[src/ldgrp_pkg.sv]
// shared constants and types for the load instruction group executor
package ldgrp_pkg;
    // bus cycle kinds
    localparam logic [1:0] LDGRP_BUS_FETCH = 2'h0;
    localparam logic [1:0] LDGRP_BUS_READ = 2'h1;
    localparam logic [1:0] LDGRP_BUS_WRITE = 2'h2;
    // register select codes
    localparam logic [2:0] LDGRP_R_ACC = 3'h7;
    localparam logic [2:0] LDGRP_R_INVALID = 3'h6;
    localparam logic [2:0] LDGRP_R_H = 3'h4;
    localparam logic [2:0] LDGRP_R_L = 3'h5;
    // pair select codes
    localparam logic [1:0] LDGRP_P_COUNT = 2'h0;
    localparam logic [1:0] LDGRP_P_DEST = 2'h1;
    localparam logic [1:0] LDGRP_P_MPTR = 2'h2;
    localparam logic [1:0] LDGRP_P_STACK = 2'h3;
    // opcodes and prefixes
    localparam logic [7:0] LDGRP_PFX_IX = 8'hdd;
    localparam logic [7:0] LDGRP_PFX_IY = 8'hfd;
    localparam logic [7:0] LDGRP_PFX_EXT = 8'hed;
    localparam logic [7:0] LDGRP_OP_ST_ACC = 8'h32;
    localparam logic [7:0] LDGRP_OP_ST_PAIR16 = 8'h22;
    localparam logic [7:0] LDGRP_OP_ST_IMM_IND = 8'h36;
    localparam logic [7:0] LDGRP_OP_LD_REFRESH = 8'h4f;
    localparam logic [7:0] LDGRP_OP_LD_IDX16 = 8'h2a;
    localparam logic [7:0] LDGRP_MSK_ST_PAIR = 8'hcf;
    localparam logic [7:0] LDGRP_OP_ST_PAIR = 8'h43;
    // clock state counts per instruction and per machine cycle
    localparam logic [4:0] LDGRP_T_MOVE = 5'h04;
    localparam logic [4:0] LDGRP_T_IND = 5'h07;
    localparam logic [4:0] LDGRP_T_REFRESH = 5'h09;
    localparam logic [4:0] LDGRP_T_ST_ACC = 5'h0d;
    localparam logic [4:0] LDGRP_T_ST_MPTR = 5'h11;
    localparam logic [4:0] LDGRP_T_INDEXED = 5'h13;
    localparam logic [4:0] LDGRP_T_ABS16 = 5'h14;
    localparam logic [4:0] LDGRP_T_FETCH = 5'h04;
    localparam logic [4:0] LDGRP_T_MEM = 5'h03;
    localparam logic [4:0] LDGRP_T_ADDR = 5'h05;

    // one memory bus request
    typedef struct packed {
        logic [1:0] kind;
        logic [15:0] addr;
        logic [7:0] wdata;
    } ldgrp_req_t;

    // architectural register file view
    typedef struct packed {
        logic [7:0] acc;
        logic [7:0] flags;
        logic [7:0] refresh;
        logic [15:0] stack_ptr;
        logic [15:0] first_index_register;
        logic [15:0] second_index_register;
        logic [63:0] gen;
    } ldgrp_regs_t;
endpackage

[src/ldgrp_core.sv]
// executor for the data load and store instruction group
// Notes on behaviour
// - indexed immediate store via second index writes byte at index plus displacement, 19 states
// - displacement byte is signed two's complement
// - register field: 111 accumulator, 000-101 six general registers, others invalid
// - absolute accumulator store writes to operand address, 13 states
// - first address operand byte is low half, second high half
// - prefixed pair store: pair field selects count/destination/pointer/stack; low then high
// - prefixed pair absolute store takes 20 states
// - pointer pair absolute store writes low then high, 17 states
// - first index absolute store writes low then high, 20 states
// - second index absolute store writes low then high, 20 states
// - refresh load copies accumulator into refresh register, 9 states
// - pointer-indirect load reads byte at pointer pair into register, 7 states
// - indexed load via first index reads index plus displacement, 19 states
// - indexed load and store via second index use index plus displacement, 19 states
// - immediate load places operand byte into register, 7 states
// - move copies source field register into destination field register
// - no instruction of the group alters the flags
// - register move is one machine cycle of 4 states
// - second index absolute load takes low byte then high byte
`timescale 1ns/100ps
`default_nettype none
module ldgrp_core
    import ldgrp_pkg::*;
#(
    parameter logic [15:0] START_PC = 16'h0000
) (
    input wire logic i_sys_clk,
    input wire logic i_sys_rst,
    input wire logic i_mem_ack,
    input wire logic [7:0] i_mem_rdata,
    output ldgrp_pkg::ldgrp_req_t o_mem_req,
    output logic o_mem_valid,
    output ldgrp_pkg::ldgrp_regs_t o_regs,
    output logic [15:0] o_pc,
    output logic o_done,
    output logic [4:0] o_tstates,
    output logic o_illegal
);
    import ldgrp_pkg::*;

    typedef enum logic [3:0] {
        ST_FETCH, ST_FETCH2, ST_DISP, ST_LO, ST_HI, ST_IMM,
        ST_WR1, ST_WR2, ST_RD1, ST_RD2, ST_DONE
    } ldgrp_state_t;

    // instruction kinds decoded after opcode fetch
    typedef enum logic [3:0] {
        K_NONE, K_MOVE, K_LDIMM, K_LDIND, K_STIND, K_STIMM, K_STACC,
        K_ST16, K_LD16, K_REFRESH
    } ldgrp_kind_t;

    ldgrp_state_t state_ff, nxt_state;
    ldgrp_kind_t kind_ff, nxt_kind;
    ldgrp_regs_t regs_ff, nxt_regs;
    ldgrp_req_t req_ff, nxt_req;
    logic valid_ff, nxt_valid;
    logic [15:0] pc_ff, nxt_pc;
    logic [15:0] addr_ff, nxt_addr;
    logic [15:0] data_ff, nxt_data;
    logic [7:0] disp_ff, nxt_disp;
    logic [7:0] op_ff, nxt_op;
    logic [1:0] pfx_ff, nxt_pfx; // 0 none, 1 first index, 2 second index, 3 extended
    logic done_ff, nxt_done;
    logic [4:0] tst_ff, nxt_tst;
    logic [4:0] tacc_ff, nxt_tacc;
    logic ill_ff, nxt_ill;
    logic [15:0] ea_base, ea_out;
    logic ea_disp;

    // read a register by select field; invalid code reads zero
    function automatic logic [7:0] rd_reg(input ldgrp_regs_t r, input logic [2:0] sel);
        if (sel == LDGRP_R_ACC) begin
            rd_reg = r.acc;
        end else if (sel == LDGRP_R_INVALID) begin
            rd_reg = 8'h00;
        end else begin
            rd_reg = r.gen[sel*8 +: 8];
        end
    endfunction

    // read a pair by pair field
    function automatic logic [15:0] rd_pair(input ldgrp_regs_t r, input logic [1:0] p);
        case (p)
            LDGRP_P_STACK: rd_pair = r.stack_ptr;
            default: rd_pair = {r.gen[p*16 +: 8], r.gen[p*16+8 +: 8]};
        endcase
    endfunction

    // memory pointer pair, or the prefixed index register
    function automatic logic [15:0] ptr_of(input ldgrp_regs_t r, input logic [1:0] pf);
        case (pf)
            2'h1: ptr_of = r.first_index_register;
            2'h2: ptr_of = r.second_index_register;
            default: ptr_of = {r.gen[LDGRP_R_H*8 +: 8], r.gen[LDGRP_R_L*8 +: 8]};
        endcase
    endfunction

    ldgrp_ea u_ea (
        .i_base(ea_base),
        .i_disp(disp_ff),
        .i_use_disp(ea_disp),
        .o_addr(ea_out)
    );

    // address adder operands: index plus displacement or address plus one
    always_comb begin
        ea_disp = (kind_ff == K_LDIND) || (kind_ff == K_STIND) || (kind_ff == K_STIMM);
        ea_base = ea_disp ? ptr_of(regs_ff, pfx_ff) : addr_ff;
    end

    // sequencer: next state, registers and bus request
    always_comb begin
        nxt_state = state_ff;
        nxt_kind = kind_ff;
        nxt_regs = regs_ff;
        nxt_req = req_ff;
        nxt_valid = valid_ff;
        nxt_pc = pc_ff;
        nxt_addr = addr_ff;
        nxt_data = data_ff;
        nxt_disp = disp_ff;
        nxt_op = op_ff;
        nxt_pfx = pfx_ff;
        nxt_done = 1'b0;
        nxt_tst = tst_ff;
        nxt_tacc = tacc_ff;
        nxt_ill = ill_ff;
        case (state_ff)
            ST_FETCH: begin
                if (!valid_ff) begin
                    nxt_valid = 1'b1;
                    nxt_req = '{kind: LDGRP_BUS_FETCH, addr: pc_ff, wdata: 8'h00};
                end else if (i_mem_ack) begin
                    nxt_valid = 1'b0;
                    nxt_pc = 16'(pc_ff + 16'h0001);
                    nxt_tacc = 5'(tacc_ff + LDGRP_T_FETCH);
                    nxt_op = i_mem_rdata;
                    if (i_mem_rdata == LDGRP_PFX_IX && pfx_ff == 2'h0) begin
                        nxt_pfx = 2'h1;
                    end else if (i_mem_rdata == LDGRP_PFX_IY && pfx_ff == 2'h0) begin
                        nxt_pfx = 2'h2;
                    end else if (i_mem_rdata == LDGRP_PFX_EXT && pfx_ff == 2'h0) begin
                        nxt_pfx = 2'h3;
                    end else begin
                        nxt_state = ST_FETCH2;
                    end
                end
            end
            ST_FETCH2: begin
                // decode the fetched opcode
                nxt_state = ST_LO;
                nxt_kind = K_NONE;
                nxt_ill = 1'b0; // flag only reports the instruction just decoded
                if (pfx_ff == 2'h3) begin
                    if ((op_ff & LDGRP_MSK_ST_PAIR) == LDGRP_OP_ST_PAIR) begin
                        nxt_kind = K_ST16;
                        nxt_data = rd_pair(regs_ff, op_ff[5:4]);
                    end else if (op_ff == LDGRP_OP_LD_REFRESH) begin
                        nxt_kind = K_REFRESH;
                        nxt_state = ST_DONE;
                        nxt_regs.refresh = regs_ff.acc;
                        nxt_tacc = 5'(tacc_ff + 5'h01);
                    end
                end else if (op_ff[7:6] == 2'h1 && op_ff[5:0] != 6'h36) begin
                    if (op_ff[2:0] == 3'h6) begin
                        nxt_kind = K_LDIND;
                        nxt_state = (pfx_ff == 2'h0) ? ST_RD1 : ST_DISP;
                    end else if (op_ff[5:3] == 3'h6) begin
                        nxt_kind = K_STIND;
                        nxt_data = {8'h00, rd_reg(regs_ff, op_ff[2:0])};
                        nxt_state = (pfx_ff == 2'h0) ? ST_WR1 : ST_DISP;
                    end else begin
                        nxt_kind = K_MOVE;
                        nxt_state = ST_DONE;
                        if (op_ff[5:3] == LDGRP_R_ACC) begin
                            nxt_regs.acc = rd_reg(regs_ff, op_ff[2:0]);
                        end else begin
                            nxt_regs.gen[op_ff[5:3]*8 +: 8] = rd_reg(regs_ff, op_ff[2:0]);
                        end
                    end
                end else if (op_ff == LDGRP_OP_ST_IMM_IND) begin
                    nxt_kind = K_STIMM;
                    nxt_state = (pfx_ff == 2'h0) ? ST_IMM : ST_DISP;
                end else if (op_ff[7:6] == 2'h0 && op_ff[2:0] == 3'h6) begin
                    nxt_kind = K_LDIMM;
                    nxt_state = ST_IMM;
                end else if (op_ff == LDGRP_OP_ST_ACC && pfx_ff == 2'h0) begin
                    nxt_kind = K_STACC;
                    nxt_data = {8'h00, regs_ff.acc};
                end else if (op_ff == LDGRP_OP_ST_PAIR16) begin
                    nxt_kind = K_ST16;
                    nxt_data = ptr_of(regs_ff, pfx_ff);
                end else if (op_ff == LDGRP_OP_LD_IDX16 && pfx_ff != 2'h0) begin
                    nxt_kind = K_LD16;
                end
                if (nxt_kind == K_NONE) begin
                    nxt_ill = 1'b1;
                    nxt_state = ST_DONE;
                end
            end
            ST_DISP, ST_LO, ST_HI, ST_IMM, ST_RD1, ST_RD2, ST_WR1, ST_WR2: begin
                if (!valid_ff) begin
                    nxt_valid = 1'b1;
                    if (state_ff inside {ST_RD1, ST_RD2, ST_WR1, ST_WR2}) begin
                        nxt_req.addr = (state_ff inside {ST_RD1, ST_WR1}) && kind_ff != K_LD16
                            && kind_ff != K_ST16 && kind_ff != K_STACC
                            ? (pfx_ff == 2'h0 ? ptr_of(regs_ff, pfx_ff) : ea_out)
                            : (state_ff inside {ST_RD2, ST_WR2} ? ea_out : addr_ff);
                        nxt_req.kind = (state_ff inside {ST_RD1, ST_RD2}) ? LDGRP_BUS_READ
                            : LDGRP_BUS_WRITE;
                        nxt_req.wdata = (state_ff == ST_WR2) ? data_ff[15:8] : data_ff[7:0];
                    end else begin
                        nxt_req = '{kind: LDGRP_BUS_READ, addr: pc_ff, wdata: 8'h00};
                    end
                end else if (i_mem_ack) begin
                    nxt_valid = 1'b0;
                    nxt_tacc = 5'(tacc_ff + LDGRP_T_MEM);
                    case (state_ff)
                        ST_DISP: begin
                            nxt_pc = 16'(pc_ff + 16'h0001);
                            nxt_disp = i_mem_rdata;
                            // address add overlaps the immediate fetch of the store
                            nxt_tacc = (kind_ff == K_STIMM) ? 5'(tacc_ff + LDGRP_T_MEM)
                                : 5'(tacc_ff + LDGRP_T_MEM + LDGRP_T_ADDR);
                            nxt_state = (kind_ff == K_STIMM) ? ST_IMM
                                : (kind_ff == K_LDIND) ? ST_RD1 : ST_WR1;
                        end
                        ST_LO: begin
                            nxt_pc = 16'(pc_ff + 16'h0001);
                            nxt_addr[7:0] = i_mem_rdata;
                            nxt_state = ST_HI;
                        end
                        ST_HI: begin
                            nxt_pc = 16'(pc_ff + 16'h0001);
                            nxt_addr[15:8] = i_mem_rdata;
                            nxt_state = (kind_ff == K_LD16) ? ST_RD1 : ST_WR1;
                        end
                        ST_IMM: begin
                            nxt_pc = 16'(pc_ff + 16'h0001);
                            if (kind_ff == K_STIMM) begin
                                nxt_data = {8'h00, i_mem_rdata};
                                nxt_state = ST_WR1;
                                if (pfx_ff != 2'h0) begin
                                    nxt_tacc = 5'(tacc_ff + LDGRP_T_ADDR);
                                end
                            end else begin
                                if (op_ff[5:3] == LDGRP_R_ACC) begin
                                    nxt_regs.acc = i_mem_rdata;
                                end else if (op_ff[5:3] != LDGRP_R_INVALID) begin
                                    nxt_regs.gen[op_ff[5:3]*8 +: 8] = i_mem_rdata;
                                end
                                nxt_state = ST_DONE;
                            end
                        end
                        ST_RD1: begin
                            if (kind_ff == K_LD16) begin
                                nxt_data[7:0] = i_mem_rdata;
                                nxt_state = ST_RD2;
                            end else begin
                                if (op_ff[5:3] == LDGRP_R_ACC) begin
                                    nxt_regs.acc = i_mem_rdata;
                                end else if (op_ff[5:3] != LDGRP_R_INVALID) begin
                                    nxt_regs.gen[op_ff[5:3]*8 +: 8] = i_mem_rdata;
                                end
                                nxt_state = ST_DONE;
                            end
                        end
                        ST_RD2: begin
                            if (pfx_ff == 2'h1) begin
                                nxt_regs.first_index_register = {i_mem_rdata, data_ff[7:0]};
                            end else begin
                                nxt_regs.second_index_register = {i_mem_rdata, data_ff[7:0]};
                            end
                            nxt_state = ST_DONE;
                        end
                        ST_WR1: begin
                            nxt_state = (kind_ff == K_ST16 || kind_ff == K_LD16) ? ST_WR2
                                : ST_DONE;
                        end
                        default: begin
                            nxt_state = ST_DONE;
                            // unprefixed pointer store counts one state beyond its bus cycles
                            if (kind_ff == K_ST16 && pfx_ff == 2'h0) begin
                                nxt_tacc = 5'(tacc_ff + LDGRP_T_MEM + 5'h01);
                            end
                        end
                    endcase
                end
            end
            default: begin
                // retire: report the clock state total, flags untouched
                nxt_done = 1'b1;
                nxt_tst = tacc_ff;
                nxt_tacc = 5'h00;
                nxt_pfx = 2'h0;
                nxt_state = ST_FETCH;
            end
        endcase
        nxt_regs.flags = regs_ff.flags;
    end

    // state registers; reset puts the core at its start address
    always_ff @(posedge i_sys_clk or posedge i_sys_rst) begin
        if (i_sys_rst) begin
            state_ff <= ST_FETCH;
            kind_ff <= K_NONE;
            regs_ff <= '0;
            req_ff <= '0;
            valid_ff <= 1'b0;
            pc_ff <= START_PC;
            addr_ff <= 16'h0000;
            data_ff <= 16'h0000;
            disp_ff <= 8'h00;
            op_ff <= 8'h00;
            pfx_ff <= 2'h0;
            done_ff <= 1'b0;
            tst_ff <= 5'h00;
            tacc_ff <= 5'h00;
            ill_ff <= 1'b0;
        end else begin
            state_ff <= nxt_state;
            kind_ff <= nxt_kind;
            regs_ff <= nxt_regs;
            req_ff <= nxt_req;
            valid_ff <= nxt_valid;
            pc_ff <= nxt_pc;
            addr_ff <= nxt_addr;
            data_ff <= nxt_data;
            disp_ff <= nxt_disp;
            op_ff <= nxt_op;
            pfx_ff <= nxt_pfx;
            done_ff <= nxt_done;
            tst_ff <= nxt_tst;
            tacc_ff <= nxt_tacc;
            ill_ff <= nxt_ill;
        end
    end

    assign o_mem_req = req_ff;
    assign o_mem_valid = valid_ff;
    assign o_regs = regs_ff;
    assign o_pc = pc_ff;
    assign o_done = done_ff;
    assign o_tstates = tst_ff;
    assign o_illegal = ill_ff;

    // checks on observable behaviour
    AST_FLAGS_HOLD: assert property (@(posedge i_sys_clk) disable iff (i_sys_rst)
        ##1 regs_ff.flags == $past(regs_ff.flags)) else $error("flags changed");
    AST_MOVE_TIME: assert property (@(posedge i_sys_clk) disable iff (i_sys_rst)
        done_ff && kind_ff == K_MOVE |-> tst_ff == LDGRP_T_MOVE) else $error("move time");
    AST_STACC_TIME: assert property (@(posedge i_sys_clk) disable iff (i_sys_rst)
        done_ff && kind_ff == K_STACC |-> tst_ff == LDGRP_T_ST_ACC) else $error("acc store");
    AST_IND_TIME: assert property (@(posedge i_sys_clk) disable iff (i_sys_rst)
        done_ff && kind_ff == K_LDIND && $past(pfx_ff) == 2'h0 |-> tst_ff == LDGRP_T_IND)
        else $error("indirect load time");
    AST_IDX_TIME: assert property (@(posedge i_sys_clk) disable iff (i_sys_rst)
        done_ff && kind_ff inside {K_LDIND, K_STIND, K_STIMM} && $past(pfx_ff) != 2'h0
        |-> tst_ff == LDGRP_T_INDEXED) else $error("indexed time");
    AST_REFRESH: assert property (@(posedge i_sys_clk) disable iff (i_sys_rst)
        done_ff && kind_ff == K_REFRESH |-> tst_ff == LDGRP_T_REFRESH
        && regs_ff.refresh == regs_ff.acc) else $error("refresh load");
    AST_ST16_TIME: assert property (@(posedge i_sys_clk) disable iff (i_sys_rst)
        done_ff && kind_ff == K_ST16 && $past(pfx_ff) != 2'h0 |-> tst_ff == LDGRP_T_ABS16)
        else $error("pair store time");
    AST_HL_TIME: assert property (@(posedge i_sys_clk) disable iff (i_sys_rst)
        done_ff && kind_ff == K_ST16 && $past(pfx_ff) == 2'h0 |-> tst_ff == LDGRP_T_ST_MPTR)
        else $error("pointer store time");
endmodule
`default_nettype wire

[src/ldgrp_ea.sv]
// effective address adder: index plus signed displacement, or address plus one
`timescale 1ns/100ps
`default_nettype none
module ldgrp_ea (
    input wire logic [15:0] i_base,
    input wire logic [7:0] i_disp,
    input wire logic i_use_disp,
    output logic [15:0] o_addr
);
    logic [15:0] offset;
    // sign extension lets the address fall below the base
    always_comb begin
        offset = i_use_disp ? {{8{i_disp[7]}}, i_disp} : 16'h0001;
        o_addr = 16'(i_base + offset);
    end
endmodule
`default_nettype wire

[config.mk]
export PLATFORM = sky130hd
export DESIGN_NAME = ldgrp_core
export DESIGN_NICKNAME = d
export VERILOG_FILES = /design/src/ldgrp_pkg.sv /design/src/ldgrp_core.sv /design/src/ldgrp_ea.sv
export SDC_FILE = /design/constraint.sdc
export NUM_CORES = 1
export LEC_CHECK = 0
export BUFFER_PORTS_ARGS = -buffer_cell sky130_fd_sc_hd__buf_2
export CORE_MARGIN = 2
export CORE_UTILIZATION = 47
export CTS_CLUSTER_DIAMETER = 120
export CTS_CLUSTER_SIZE = 12
export DETAILED_ROUTE_END_ITERATION = 8
export PLACE_DENSITY = 0.68
export SYNTH_ARGS = -nofsm -noshare
export SYNTH_HDL_FRONTEND = slang
export SYNTH_SLANG_ARGS = --single-unit
[constraint.sdc]
create_clock -name i_sys_clk -period 7.3 [get_ports i_sys_clk]
set_clock_uncertainty 0.2 [all_clocks]
set_input_delay 0.365 -clock i_sys_clk [delete_from_list [all_inputs] [get_ports i_sys_clk]]
set_output_delay 0.365 -clock i_sys_clk [all_outputs]
set_load 0.02 [all_outputs]
==> metrics.md, run 1 <==
| Metric | Value |
|---|---|
| Post-synth EDFFs | `0` |
| Die area | `about 30000 µm²` |
| DR vias | `about 12000` |
| Logic pwr share | `a little over half` |
| Number of global-route vias before repair | `~11000` |
| Dpl hpwl | `30800 µm` |
| Skew-Pair Late Insertion Delay | `about 0.52 ns` |
| Clock network power share | `between 10 and 15%` |
| Root Driver | `clkbuf_16` |
| Unique masters post-synth | `between 80 and 90` |
| Total track usage | `27.8%` |
| Final setup violating endpoints | `0` |
| Crit path from | `pfx_ff[0]` |
| I/O Pins | `roughly 200` |
| Buffers & Inverters on Critical Path | `2` |
| Multi-input gate area | `about 7300 µm²` |
| Status | `completed` |
| CTS buffer count | `22` |
| Hold WC Path Type | `input port to register` |
| Deepest clock path buffer count | `3` |
| CP Capture Type | `register` |
| Worst Hold Margin | `about 0.025 ns` |
| Post-Synth Adder-Cell Area | `between 2 and 3%` |
| # DRC | `0` |
| Yosys warns | `0` |
| Synth Area in Compound Gates | `between 15 and 20%` |
| Flop and latch count out of synthesis | `225` |
| Layout Nets | `~1600` |
| Grt ovf | `0` |
| Synthesized instance count | `1412` |
| Switching Share | `about half` |
| Most area-hungry cell type in the Yosys netlist | `dfrtp_1` |
| CP startpoint kind | `register` |
| Crit path to | `o_mem_req[21]` |
| Share of cells above drive strength 1 | `between 20% and 30%` |
| RD Place Congestion | `around 0.91` |
| Max_cap viols | `0` |
| PortBufs | `172` |
| Die height | `174 µm` |
| Hold Vio Cnt, Final | `0` |
| Delay-heaviest family, CP | `compound AO/OA/AOI/OAI gates` |
| CP peak stage delay | `approximately 0.69 ns` |
| Routed length per instance | `~22 µm` |
| Main combinational cell family by area after synthesis | `multiplexers` |
| Syn Area/Cell | `slightly below 10 µm²` |
| XOR/XNOR Fraction of Synth Area | `2.52%` |
| Actual slew at the worst max-slew pin | `around 1.0 ns` |
| Reg2Reg Capture Point | `o_mem_req[21]` |
| Sequential Power Share | `between 30% and 40%` |
| FILL cells | `2631` |
| Vias/cell | `6.06` |
| Core Box Area | `between 20000 and 30000 µm²` |
| DP Worst Slack | `2.57 ns` |
| Num Clock Sinks | `225` |
| Initial antenna violation count | `1` |
| Initial DRC Count | `between 1000 and 1500` |
| Dpl cells | `1892` |
| Post-route ant nets | `0` |
| Pint | `about 3.6 mW` |
| Clock Pin Slew Worst Setup and Hold Paths | `0.07 ns` |
| CP max-delay cell | `ha_1` |
| Period utilisation layout | `approximately two thirds` |
| Setup TNS | `0 ns` |
| Width of the die | `approximately 170 µm` |
| Routed wire length | `approximately 43000 µm` |
| Switch Pwr | `roughly 3.5 mW` |
| Final std cells w/o fill | `around 1900` |
| Post-synth ARST share | `100%` |
| Area of placed instances | `14500 µm²` |
| CTS tree | `done` |
| R2R setup slack | `between 2 and 2.5 ns` |
| Iteration count of the initial detailed-routing pass | `8` |
| Htree depth | `1` |
| Fmax achieved | `between 200 and 250 MHz` |
| CP Cell Sequence | `inv_1 > ha_1 > inv_1 > a221o_1 > o21ai_0 > o21ai_0 > ha_1 > a21o_1 > a41oi_1 > o21ai_0 > o311ai_0 > o21ai_1 > a31oi_2 > o21ai_0 > and3b_1 > nor3_1` |
| Critical path's most frequent cell | `o21ai_0` |
| Required @ worst endpoint | `roughly 7.5 ns` |
| Rel. slew slack | `between 30 and 40%` |
| RSZ-0062 raised after global routing | `false` |
| Largest net degree at the start of global routing | `110` |
| Post-Synth Simple-Gate Area | `around 15%` |
| Register area share after synthesis | `roughly two fifths` |
| Post-synth top area share | `between 40% and 50%` |
| Cell area after layout | `about 15000 µm²` |
| Crit-path max FO | `22` |
| Global-route wire length before repair | `around 66000 µm` |
| Register area | `around 5600 µm²` |
| Rows | `62` |
| Worst R2R Start | `pfx_ff[0]` |
| Max VDD drop | `0.231 mV` |
| Mapped Area | `13600 µm²` |
| Main area contributors after synthesis | `dfrtp_1 42%, mux2_2 13%, nand2_1 4.6%, o21ai_0 4.1%, mux2i_1 3.2%` |
| PD cells | `about 470 nW/µm²` |
| Max-slew violations | `0` |
| Instance count on the critical path | `16` |
| Post-synthesis mux area share | `about 17%` |
| Final Critical Period | `~4.9 ns` |
| Worst Reg-to-Reg Cells | `16` |
| Main synth FF type | `dfrtp_1` |
| Setup ws final | `around 2.4 ns` |
| Class of the most critical setup path | `register to register` |
| Worst EP arrival | `approximately 5.1 ns` |
| Pleak | `7.21 nW` |
| Starting Density | `between 40% and 50%` |
| Area Overhead vs Synth | `11.6%` |
## worst reg2reg max path: cells and delay by family, from the launching register on
kind                       cells  cell delay [ns]
DFF                            1             0.41
AOI/OAI and AO/OA             10             2.30
buffers and inverters          2             0.44
and+or+nand+nor                2             0.37
adders and majority gates      2             1.03
## power by group through the flow
stage               Sequential, mW  Clock (mW)  Combinational, mW
floorplan                     2.31           0               2.49
global placement              2.27           0               3.64
detailed placement            2.28           0               3.70
CTS                           2.26        1.04               3.72
global route                  2.33        1.08               4.08
finish                        2.28        1.03               3.77
## kinds of logic (layout without fill, tap and decap cells)
logic type / Yosys count / in the layout
other: 1 / 25
AND/OR/NAND/NOR: 441 / 441
multiplexers: 203 / 203
adder cells (fa/ha/maj): 30 / 30
flip-flops: 225 / 225
AO/OA/AOI/OAI: 332 / 332
XOR/XNOR: 39 / 39
buffers and inverters: 141 / 239
## sequential cells by signal, indices dropped and copies added (netlist names), 8 cells and up
| name | flops |
|---|---|
| op_ff | 8 |
| addr_ff | 16 |
| o_pc | 16 |
| o_regs | 112 |
| o_mem_req | 26 |
| data_ff | 16 |
| disp_ff | 8 |
## cells in the mapped netlist (26+ instances only)
cell / count
nor2_1: 103
a21oi_1: 68
nor3_1: 26
clkbuf_1: 55
nand2_1: 167
o21ai_0: 110
mux2_2: 151
and3_1: 27
nand3_1: 28
mux2i_1: 43
buf_4: 27
xnor2_1: 27
ha_1: 27
dfrtp_1: 225
## through the flow
step / power (mW) / utilization (%)
floorplan: 4.80 / -
global placement: 5.91 / 50.9
detailed placement: 5.98 / 50.9
CTS: 7.01 / 53.0
global route: 7.50 / 53.0
finish: 7.07 / 53.0
## layout make-up
cell class                 instances  area share (%)
tap                              384            3.17
inverter                          26           0.694
clock buffer                      23            3.80
multi-input combinational       1069            48.5
timing repair buffer             189            6.55
sequential                       225            37.2
antenna                            1          0.0165
clock inverter                     1          0.0331
## cell usage in the layout, fill, tap and decap left out, types with 5 or more instances in the layout
master / n
inv_1: 23
a221oi_1: 5
o21ai_0: 110
a21oi_1: 68
o31a_1: 5
nor2_2: 5
and2_1: 17
ha_1: 27
buf_2: 172
clkbuf_16: 23
nand4_1: 10
o21ai_1: 5
mux2_2: 151
nor3_1: 26
dfrtp_1: 225
nor2b_1: 13
conb_1: 24
o211ai_1: 17
mux4_2: 8
a211oi_1: 13
nor2_1: 102
a311oi_1: 8
o31ai_1: 16
nor4_1: 7
and3_1: 27
o22ai_1: 8
mux2i_1: 43
nand2b_1: 9
a31oi_1: 16
xor2_1: 12
nand3_1: 28
nand2_1: 167
a221o_1: 6
xnor2_1: 27
a22oi_1: 21
buf_4: 16
## how the worst min path moves through the flow
stage,start,endpoint,slack [ns],depth (start not counted)
3_5_place_dp,o_mem_req[24],o_mem_req[24],0.25,2
4_1_cts,i_mem_rdata[7],disp_ff[7],0.005,3
5_1_grt,i_mem_rdata[7],disp_ff[7],0.05,3
6_report,i_mem_rdata[7],disp_ff[7],0.03,3
2_1_floorplan,data_ff[10],data_ff[10],0.25,2
3_3_place_gp,o_mem_req[10],o_mem_req[10],0.25,2
## repair_timing
action / 4_1_cts / 5_1_grt
hold buffers: 1 / 0
setup buffers: 0 / 0
setup endpoints to repair: 0 / 0
resized for setup: 0 / 0
hold endpoints to repair: 107 / 0
## layer usage
| layer | vias up | share of wire (%) | global-route usage [%] |
|---|---|---|---|
| met4 | 0 | 4.2 | 11.2 |
| li1 | 5285 | - | - |
| met2 | 546 | 45 | 42.7 |
| met5 | - | 0 | 0 |
| met3 | 111 | 8.3 | 5.26 |
| met1 | 5681 | 43 | 38.7 |
Power figures use the tool's default switching activity.
==> run 2, diff against run 1 <==
--- a/config.mk
+++ b/config.mk
@@ -5,13 +5,14 @@
 export SDC_FILE = /design/constraint.sdc
 export NUM_CORES = 1
 export LEC_CHECK = 0
+export ABC_AREA = 1
 export BUFFER_PORTS_ARGS = -buffer_cell sky130_fd_sc_hd__buf_2
 export CORE_MARGIN = 2
 export CORE_UTILIZATION = 47
 export CTS_CLUSTER_DIAMETER = 120
 export CTS_CLUSTER_SIZE = 12
 export DETAILED_ROUTE_END_ITERATION = 8
-export PLACE_DENSITY = 0.68
+export PLACE_DENSITY = 0.67
 export SYNTH_ARGS = -nofsm -noshare
 export SYNTH_HDL_FRONTEND = slang
 export SYNTH_SLANG_ARGS = --single-unit
==> constraint.sdc (replaced) <==
create_clock -name i_sys_clk -period 5.1 [get_ports i_sys_clk]
set_clock_uncertainty 0.2 [all_clocks]
set_input_delay 0.255 -clock i_sys_clk [delete_from_list [all_inputs] [get_ports i_sys_clk]]
set_output_delay 0.255 -clock i_sys_clk [all_outputs]
set_load 0.02 [all_outputs]
==> metrics.md, run 2 <==
| Metric | Value |
|---|---|
| Status | `completed (unchanged)` |
| Setup TNS | `0 ns (unchanged)` |
| Post-synth ARST share | `100% (unchanged)` |
| Flop and latch count out of synthesis | `225 (unchanged)` |
| Max_cap viols | `0 (unchanged)` |
| Max reg flops | `112 (unchanged)` |
| Clock Pin Slew Worst Setup and Hold Paths | `0.07 ns (about the same)` |
| CP Capture Type | `register (unchanged)` |
| Final Critical Period | `4.29 ns (was 4.86 ns)` |
| Routed length per instance | `21.1 µm (was 22.2 µm)` |
| Unique masters post-synth | `62 (was 82)` |
| PortBufs | `172 (unchanged)` |
| Rel. slew slack | `28.4% (was 30.8%)` |
| Root Driver | `clkbuf_16 (unchanged)` |
| Required @ worst endpoint | `5.32 ns (was 7.53 ns)` |
| Commonest cells after routing, fill and taps aside | `502 x nand2_1, 256 x o21ai_0, 225 x dfrtp_1 (was 225 x dfrtp_1, 172 x buf_2, 167 x nand2_1)` |
| Die area | `31400 µm² (was 30200 µm²)` |
| Skew-Pair Late Insertion Delay | `0.53 ns (was 0.52 ns)` |
| Yosys warns | `0 (unchanged)` |
| Period utilisation layout | `84.2% (was 66.5%)` |
| RSZ-0062 raised after global routing | `false (unchanged)` |
| Initial antenna violation count | `2 (was 1)` |
| Final setup violating endpoints | `0 (unchanged)` |
| Pleak | `8.06 nW (was 7.21 nW)` |
| Actual slew at the worst max-slew pin | `1.07 ns (was 1.04 ns)` |
| Total track usage | `32.7% (was 27.8%)` |
| Starting Density | `47.6% (was 47.5%)` |
| Width of the die | `177 µm (was 174 µm)` |
| Critical path's most frequent cell | `nand2_1 (was o21ai_0)` |
| CTS buffer count | `22 (unchanged)` |
| Setup ws final | `0.805 ns (was 2.44 ns)` |
| PD cells | `761 nW/µm² (was 467 nW/µm²)` |
| DR vias | `14278 (was 11623)` |
| Initial DRC Count | `1662 (was 1113)` |
| Most common cell in the netlist | `nand2_1 (was dfrtp_1)` |
| Num Clock Sinks | `225 (unchanged)` |
| Main synth FF type | `dfrtp_1 (unchanged)` |
| Layout Nets | `2113 (was 1572)` |
| Max VDD drop | `0.383 mV (was 0.231 mV)` |
| Global-route wire length before repair | `78700 µm (was 65800 µm)` |
| Grt ovf | `0 (unchanged)` |
| I/O Pins | `197 (unchanged)` |
| Number of setup buffers added after CTS | `0 (unchanged)` |
| Area of placed instances | `15200 µm² (was 14500 µm²)` |
| Class of the most critical setup path | `register to register (unchanged)` |
| Dpl hpwl | `39300 µm (was 30800 µm)` |
| Deepest clock path buffer count | `3 (unchanged)` |
| Number of global-route vias before repair | `13217 (was 11180)` |
| Vias/cell | `5.79 (was 6.06)` |
| Hold Vio Cnt, Final | `0 (unchanged)` |
| Max-slew violations | `0 (unchanged)` |
| CP startpoint kind | `register (unchanged)` |
| Hold WC Path Type | `input port to register (unchanged)` |
| CP peak stage delay | `0.49 ns (was 0.69 ns)` |
| CP Cell Sequence | `inv_1 > ha_1 > inv_1 > a21oi_1 > a22oi_1 > nand2_1 > o21ai_0 > ha_1 > nand2_1 > inv_1 > nand3_1 > o21ai_0 > nand3_1 > nand2_1 > nand3_1 > nand2_1 > nand2_1 > nand3_1 > nand3_1 > nand2_1 > nand3_1 > nand2_1 > nand2_1 (was inv_1 > ha_1 > inv_1 > a221o_1 > o21ai_0 > o21ai_0 > ha_1 > a21o_1 > a41oi_1 > o21ai_0 > o311ai_0 > o21ai_1 > a31oi_2 > o21ai_0 > and3b_1 > nor3_1)` |
| Routed wire length | `51900 µm (was 42700 µm)` |
| Area Overhead vs Synth | `11.7% (was 11.6%)` |
| Post-route ant nets | `0 (unchanged)` |
| Htree depth | `1 (unchanged)` |
| Delay-heaviest family, CP | `simple AND/OR/NAND/NOR gates (was compound AO/OA/AOI/OAI gates)` |
| RD Place Congestion | `1.00 (was 0.912)` |
| Commonest non-fill, non-tap cell in the layout | `nand2_1 (was dfrtp_1)` |
| Share of cells above drive strength 1 | `13.2% (was 26.4%)` |
| Synthesized instance count | `1941 (was 1412)` |
| # DRC | `0 (unchanged)` |
| Cell area after layout | `15800 µm² (was 15100 µm²)` |
| Core Box Area | `29600 µm² (was 28500 µm²)` |
| Iteration count of the initial detailed-routing pass | `6 (was 8)` |
| Worst EP arrival | `4.52 ns (was 5.08 ns)` |
| Core Util, Final | `53.2% (was 53.0%)` |
| Tot Pwr | `12.0 mW (was 7.07 mW)` |
| Syn Area/Cell | `7.27 µm² (was 9.60 µm²)` |
| Crit-path max FO | `20 (was 22)` |
| Mapped Area | `14100 µm² (was 13600 µm²)` |
| Top cells by count, synth | `502 x nand2_1, 256 x o21ai_0, 225 x dfrtp_1, 208 x inv_1, 131 x nor2_1 (was 225 x dfrtp_1, 167 x nand2_1, 151 x mux2_2, 110 x o21ai_0, 103 x nor2_1)` |
| Fmax achieved | `233 MHz (was 206 MHz)` |
| Post-synth top area share | `39.9% (was 41.5%)` |
| CP max-delay cell | `inv_1 (was ha_1)` |
| Post-CTS sizing | `0 (unchanged)` |
| CTS tree | `done (unchanged)` |
| Post-synth EDFFs | `0 (unchanged)` |
| Buffers & Inverters on Critical Path | `3 (was 2)` |
| Die height | `177 µm (was 174 µm)` |
| FILL cells | `3009 (was 2631)` |
| Most area-hungry cell type in the Yosys netlist | `dfrtp_1 (unchanged)` |
| Main area contributors after synthesis | `dfrtp_1 40%, nand2_1 13%, o21ai_0 9.1%, inv_1 5.5%, a21oi_1 3.8% (was dfrtp_1 42%, mux2_2 13%, nand2_1 4.6%, o21ai_0 4.1%, mux2i_1 3.2%)` |
| DP Worst Slack | `0.896 ns (was 2.57 ns)` |
| Rows | `63 (was 62)` |
| Register area share after synthesis | `39.9% (was 41.5%)` |
| Largest net degree at the start of global routing | `124 (was 110)` |
-- run 2: cell families (layout without fill, tap and decap cells) --
group	after synthesis	count (layout)	synth area share, %
AOI/OAI and AO/OA	488	488	19.8
xor gates and xnor gates	32	32	1.99
adders and majority gates	28	28	2.54
buffers and inverters	336	446	9.93
DFF	225	225	39.9
muxes	12	12	0.896
other	1	26	0.0266
and+or+nand+nor	819	819	24.9
-- run 2: timing repair --
| item | CTS | global route |
|---|---|---|
| hold buffers | 2 | 0 |
| endpoints found under the setup margin | 0 | 0 |
| hold endpoints to repair | 22 | 0 |
-- run 2: layout make-up --
type                            count  area [µm²]  area share (%)
Sequential cell                   225        5630            35.7
Tap cell                          390         488            3.09
Timing Repair Buffer              193        1040            6.57
Inverter                          229         863            5.47
Multi-Input combinational cell   1403        7170            45.4
Clock buffer                       23         576            3.65
Antenna cell                        2        5.00          0.0317
Clock inverter                      1        5.00          0.0317
-- run 2: per-stage QoR --
stage,hold WS (ns),instances
after detailed placement,0.142,2438
after global routing,0.0559,2464
after CTS,0.0236,2464
after floorplan,0.246,1964
after global placement,0.132,2438
final,0.0405,2466
-- run 2: final timing paths --
kind / start / endpoint / slack [ns] / cells past startpoint
max: pfx_ff[0] / o_mem_req[23] / 0.81 / 23
min: i_mem_rdata[5] / pfx_ff[0] / 0.04 / 3
max reg2reg: pfx_ff[0] / o_mem_req[23] / 0.81 / 23
min reg2reg: o_tstates[4] / o_tstates[4] / 0.28 / 2
max in group asynchronous: i_sys_rst / addr_ff[10] / 3.47 / 4
min in group asynchronous: i_sys_rst / o_regs[58] / 0.13 / 3
-- run 2: worst min-delay path: cells and delay by family --
family,cells,cell delay (ns)
compound gates,1,0.10
buf+inv,1,0.13
simple gates,1,0.24
-- run 2: power breakdown --
part	leakage (nW)	internal, mW	switching, mW	total [mW]
logic	4.94	2.07	5.18	7.25
clock network	0.287	0.791	0.701	1.49
registers	2.84	2.48	0.771	3.25
total	8.06	5.35	6.65	12.0
-- run 2: per-layer routing --
layer,up-vias,share of wire [%],GRT usage [%]
li1,6650,-,-
met1,6741,41,44.1
met2,750,45,52.8
met3,137,9.3,5.41
met4,0,4.2,12.4
met5,-,0,0
==> run 3, diff against run 2 <==
--- a/config.mk
+++ b/config.mk
@@ -5,14 +5,14 @@
 export SDC_FILE = /design/constraint.sdc
 export NUM_CORES = 1
 export LEC_CHECK = 0
-export ABC_AREA = 1
+export ABC_AREA = 0
 export BUFFER_PORTS_ARGS = -buffer_cell sky130_fd_sc_hd__buf_2
 export CORE_MARGIN = 2
 export CORE_UTILIZATION = 47
 export CTS_CLUSTER_DIAMETER = 120
 export CTS_CLUSTER_SIZE = 12
 export DETAILED_ROUTE_END_ITERATION = 8
-export PLACE_DENSITY = 0.67
+export PLACE_DENSITY = 0.7
 export SYNTH_ARGS = -nofsm -noshare
 export SYNTH_HDL_FRONTEND = slang
 export SYNTH_SLANG_ARGS = --single-unit
==> constraint.sdc (replaced) <==
create_clock -name i_sys_clk -period 3.6 [get_ports i_sys_clk]
set_clock_uncertainty 0.2 [all_clocks]
set_input_delay 0.18 -clock i_sys_clk [delete_from_list [all_inputs] [get_ports i_sys_clk]]
set_output_delay 0.18 -clock i_sys_clk [all_outputs]
set_load 0.02 [all_outputs]
==> metrics.md, run 3 (same netlist as run 1, synthesis figures left out) <==
| Metric | Value |
|---|---|
| Class of the most critical setup path | `register to register (unchanged)` |
| R2R setup slack | `0.07 ns (was 0.81 ns)` |
| Die area | `30200 µm² (was 31400 µm²)` |
| Hold_sp | `o_tstates[1] (was i_mem_rdata[5])` |
| Max-slew violations | `0 (unchanged)` |
| I/O Pins | `197 (unchanged)` |
| Clock Pin Slew Worst Setup and Hold Paths | `0.07 ns (about the same)` |
| Max reg flops | `112 (unchanged)` |
| Routed length per instance | `22.9 µm (was 21.1 µm)` |
| RSZ-0062 raised after global routing | `true (was false)` |
| Core Box Area | `28500 µm² (was 29600 µm²)` |
| Multi-input gate area | `7490 µm² (was 7170 µm²)` |
| Period utilisation layout | `98.1% (was 84.2%)` |
| Iteration count of the initial detailed-routing pass | `5 (was 6)` |
| Worst EP arrival | `3.78 ns (was 4.52 ns)` |
| Status | `completed (unchanged)` |
| Commonest cells after routing, fill and taps aside | `225 x dfrtp_1, 172 x buf_2, 167 x nand2_1 (was 502 x nand2_1, 256 x o21ai_0, 225 x dfrtp_1)` |
| Setup TNS | `0 ns (unchanged)` |
| Hold Vio Cnt, Final | `0 (unchanged)` |
| Commonest non-fill, non-tap cell in the layout | `dfrtp_1 (was nand2_1)` |
| CP Capture Type | `register (unchanged)` |
| Grt ovf | `0 (unchanged)` |
| Share of cells above drive strength 1 | `31.8% (was 13.2%)` |
| Routed wire length | `46200 µm (was 51900 µm)` |
| Switching Share | `48.5% (was 55.4%)` |
| Area Overhead vs Synth | `19.0% (was 11.7%)` |
| Final Critical Period | `3.53 ns (was 4.29 ns)` |
| RD Place Congestion | `0.964 (was 1.00)` |
| Logic pwr share | `57.4% (was 60.4%)` |
| Max VDD drop | `0.540 mV (was 0.383 mV)` |
| Root Driver | `clkbuf_16 (unchanged)` |
| Setup ws final | `0.0692 ns (was 0.805 ns)` |
| Initial antenna violation count | `0 (was 2)` |
| Htree depth | `1 (unchanged)` |
| FILL cells | `2545 (was 3009)` |
| Post-route ant nets | `0 (unchanged)` |
| Pint | `7.92 mW (was 5.35 mW)` |
| Initial DRC Count | `1246 (was 1662)` |
| Hold WC Path Type | `register to register (was input port to register)` |
| Number of global-route vias before repair | `11785 (was 13217)` |
| Skew-Pair Late Insertion Delay | `0.54 ns (was 0.53 ns)` |
| Worst Reg-to-Reg Cells | `16 (was 23)` |
| Delay-heaviest family, CP | `compound AO/OA/AOI/OAI gates (was simple AND/OR/NAND/NOR gates)` |
| # DRC | `0 (unchanged)` |
| Num Clock Sinks | `225 (unchanged)` |
| Layout Nets | `1673 (was 2113)` |
| CP peak stage delay | `0.38 ns (was 0.49 ns)` |
| Buffers & Inverters on Critical Path | `2 (was 3)` |
| Hold Path End | `o_tstates[1] (was pfx_ff[0])` |
| Global-route wire length before repair | `70300 µm (was 78700 µm)` |
| Core Util, Final | `56.5% (was 53.2%)` |
| Reg2Reg Capture Point | `o_mem_req[22] (was o_mem_req[23])` |
| PortBufs | `172 (unchanged)` |
| Register area | `5630 µm² (unchanged)` |
| Die height | `174 µm (was 177 µm)` |
| Diode count | `0 (was 2)` |
| DR vias | `12398 (was 14278)` |
| Starting Density | `47.5% (was 47.6%)` |
| Crit-path max FO | `4 (was 20)` |
| Worst R2R Start | `pfx_ff[0] (unchanged)` |
| CTS buffer count | `22 (unchanged)` |
| Dpl hpwl | `34200 µm (was 39300 µm)` |
| Actual slew at the worst max-slew pin | `0.989 ns (was 1.07 ns)` |
| Rel. slew slack | `33.4% (was 28.4%)` |
| Pleak | `7.74 nW (was 8.06 nW)` |
| Rows | `62 (was 63)` |
| Max_cap viols | `0 (unchanged)` |
| Worst Hold Margin | `0.272 ns (was 0.0405 ns)` |
| CP max-delay cell | `dfrtp_1 (was inv_1)` |
| Hold Path Depth | `2 (was 3)` |
| Critical path's most frequent cell | `o21ai_0 (was nand2_1)` |
| Sequential Power Share | `29.1% (was 27.1%)` |
| PD cells | `952 nW/µm² (was 761 nW/µm²)` |
| Deepest clock path buffer count | `3 (unchanged)` |
| CP Cell Sequence | `inv_2 > buf_6 > ha_4 > a221o_1 > o21ai_0 > o21ai_0 > ha_1 > a21o_1 > a21oi_2 > o211ai_1 > a41o_1 > a31o_2 > a31oi_1 > xnor2_1 > nand2_1 > a21oi_1 (was inv_1 > ha_1 > inv_1 > a21oi_1 > a22oi_1 > nand2_1 > o21ai_0 > ha_1 > nand2_1 > inv_1 > nand3_1 > o21ai_0 > nand3_1 > nand2_1 > nand3_1 > nand2_1 > nand2_1 > nand3_1 > nand3_1 > nand2_1 > nand3_1 > nand2_1 > nand2_1)` |
| Required @ worst endpoint | `3.85 ns (was 5.32 ns)` |
| Fmax achieved | `283 MHz (was 233 MHz)` |
| Largest net degree at the start of global routing | `102 (was 124)` |
| CP startpoint kind | `register (unchanged)` |
| Clock network power share | `13.5% (was 12.4%)` |
| Switch Pwr | `7.44 mW (was 6.65 mW)` |
| Final setup violating endpoints | `0 (unchanged)` |
| DP Worst Slack | `-0.0637 ns (was 0.896 ns)` |
| CTS tree | `done (unchanged)` |
| Total track usage | `29.9% (was 32.7%)` |
| Width of the die | `174 µm (was 177 µm)` |
| Vias/cell | `6.14 (was 5.79)` |
## run 3: cell types whose count changed in the layout (fill, tap and decap cells not counted), moves of 17 or more
cell	delta
mux2i_1	+36
inv_1	-186
nor2_1	-32
nand3_1	-60
nand2_1	-335
and3_1	+26
a21oi_1	-43
xor2_1	-17
buf_4	+80
mux2_2	+147
xnor2_1	+24
o21ai_0	-154
and2_1	+17
## run 3: area by class of cell
class	instances	share of cell area (%)
timing repair buffer	290	11.4
multi-input combinational	1069	46.4
clock buffer	22	3.41
sequential	225	34.9
inverter	26	0.628
tap	384	2.98
clock inverter	2	0.217
## run 3: what timing repair did
| action | CTS | global route |
|---|---|---|
| hold endpoints to repair | 268 | 0 |
| gates resized for setup | 3 | 33 |
| hold buffers | 12 | 0 |
| setup endpoints to repair | 6 | 14 |
| pin swaps | 5 | 29 |
| buffers inserted | 0 | 8 |
## run 3: layer usage
layer | global-route usage (%) | part of all wire (%)
met2 | 47.2 | 45
met4 | 10.5 | 4.0
met3 | 3.53 | 8.4
met1 | 42.5 | 42
met5 | 0 | 0
## run 3: worst max path at each step
stage / startpoint / slack [ns] / cells after the start / end
final: pfx_ff[0] / 0.07 / 16 / o_mem_req[22]
after global routing: kind_ff[1] / -0.07 / 13 / o_mem_req[19]
after CTS: pfx_ff[0] / 0.006 / 16 / o_mem_req[23]
after detailed placement: pfx_ff[0] / -0.06 / 16 / o_mem_req[21]
after global placement: pfx_ff[0] / 0.04 / 16 / o_mem_req[21]
after floorplan: pfx_ff[0] / 0.004 / 19 / o_mem_req[22]
## run 3: worst reg2reg max path: cells and delay by family, from the launching register on
family	cells	cell delay, ns
DFF	1	0.38
xor gates and xnor gates	1	0.13
AOI/OAI and AO/OA	10	1.97
and+or+nand+nor	1	0.07
adders and majority gates	2	0.51
buffers and inverters	2	0.19
## run 3: power groups by stage
stage	sequential [mW]	clock (mW)	combinational (mW)
finish	4.47	2.08	8.81
global route	4.55	2.19	9.45
CTS	4.43	2.09	8.51
detailed placement	4.46	0	8.45
global placement	4.45	0	8.31
floorplan	4.69	0	5.08
## run 3: through the flow
stage | instances | power [mW] | instance area (µm²)
6_report | 2018 | 15.4 | 16100
5_1_grt | 2018 | 16.2 | 16100
4_1_cts | 2010 | 15.0 | 15900
3_5_place_dp | 1974 | 12.9 | 15200
3_3_place_gp | 1974 | 12.8 | 15200
2_1_floorplan | 1435 | 9.77 | 13700
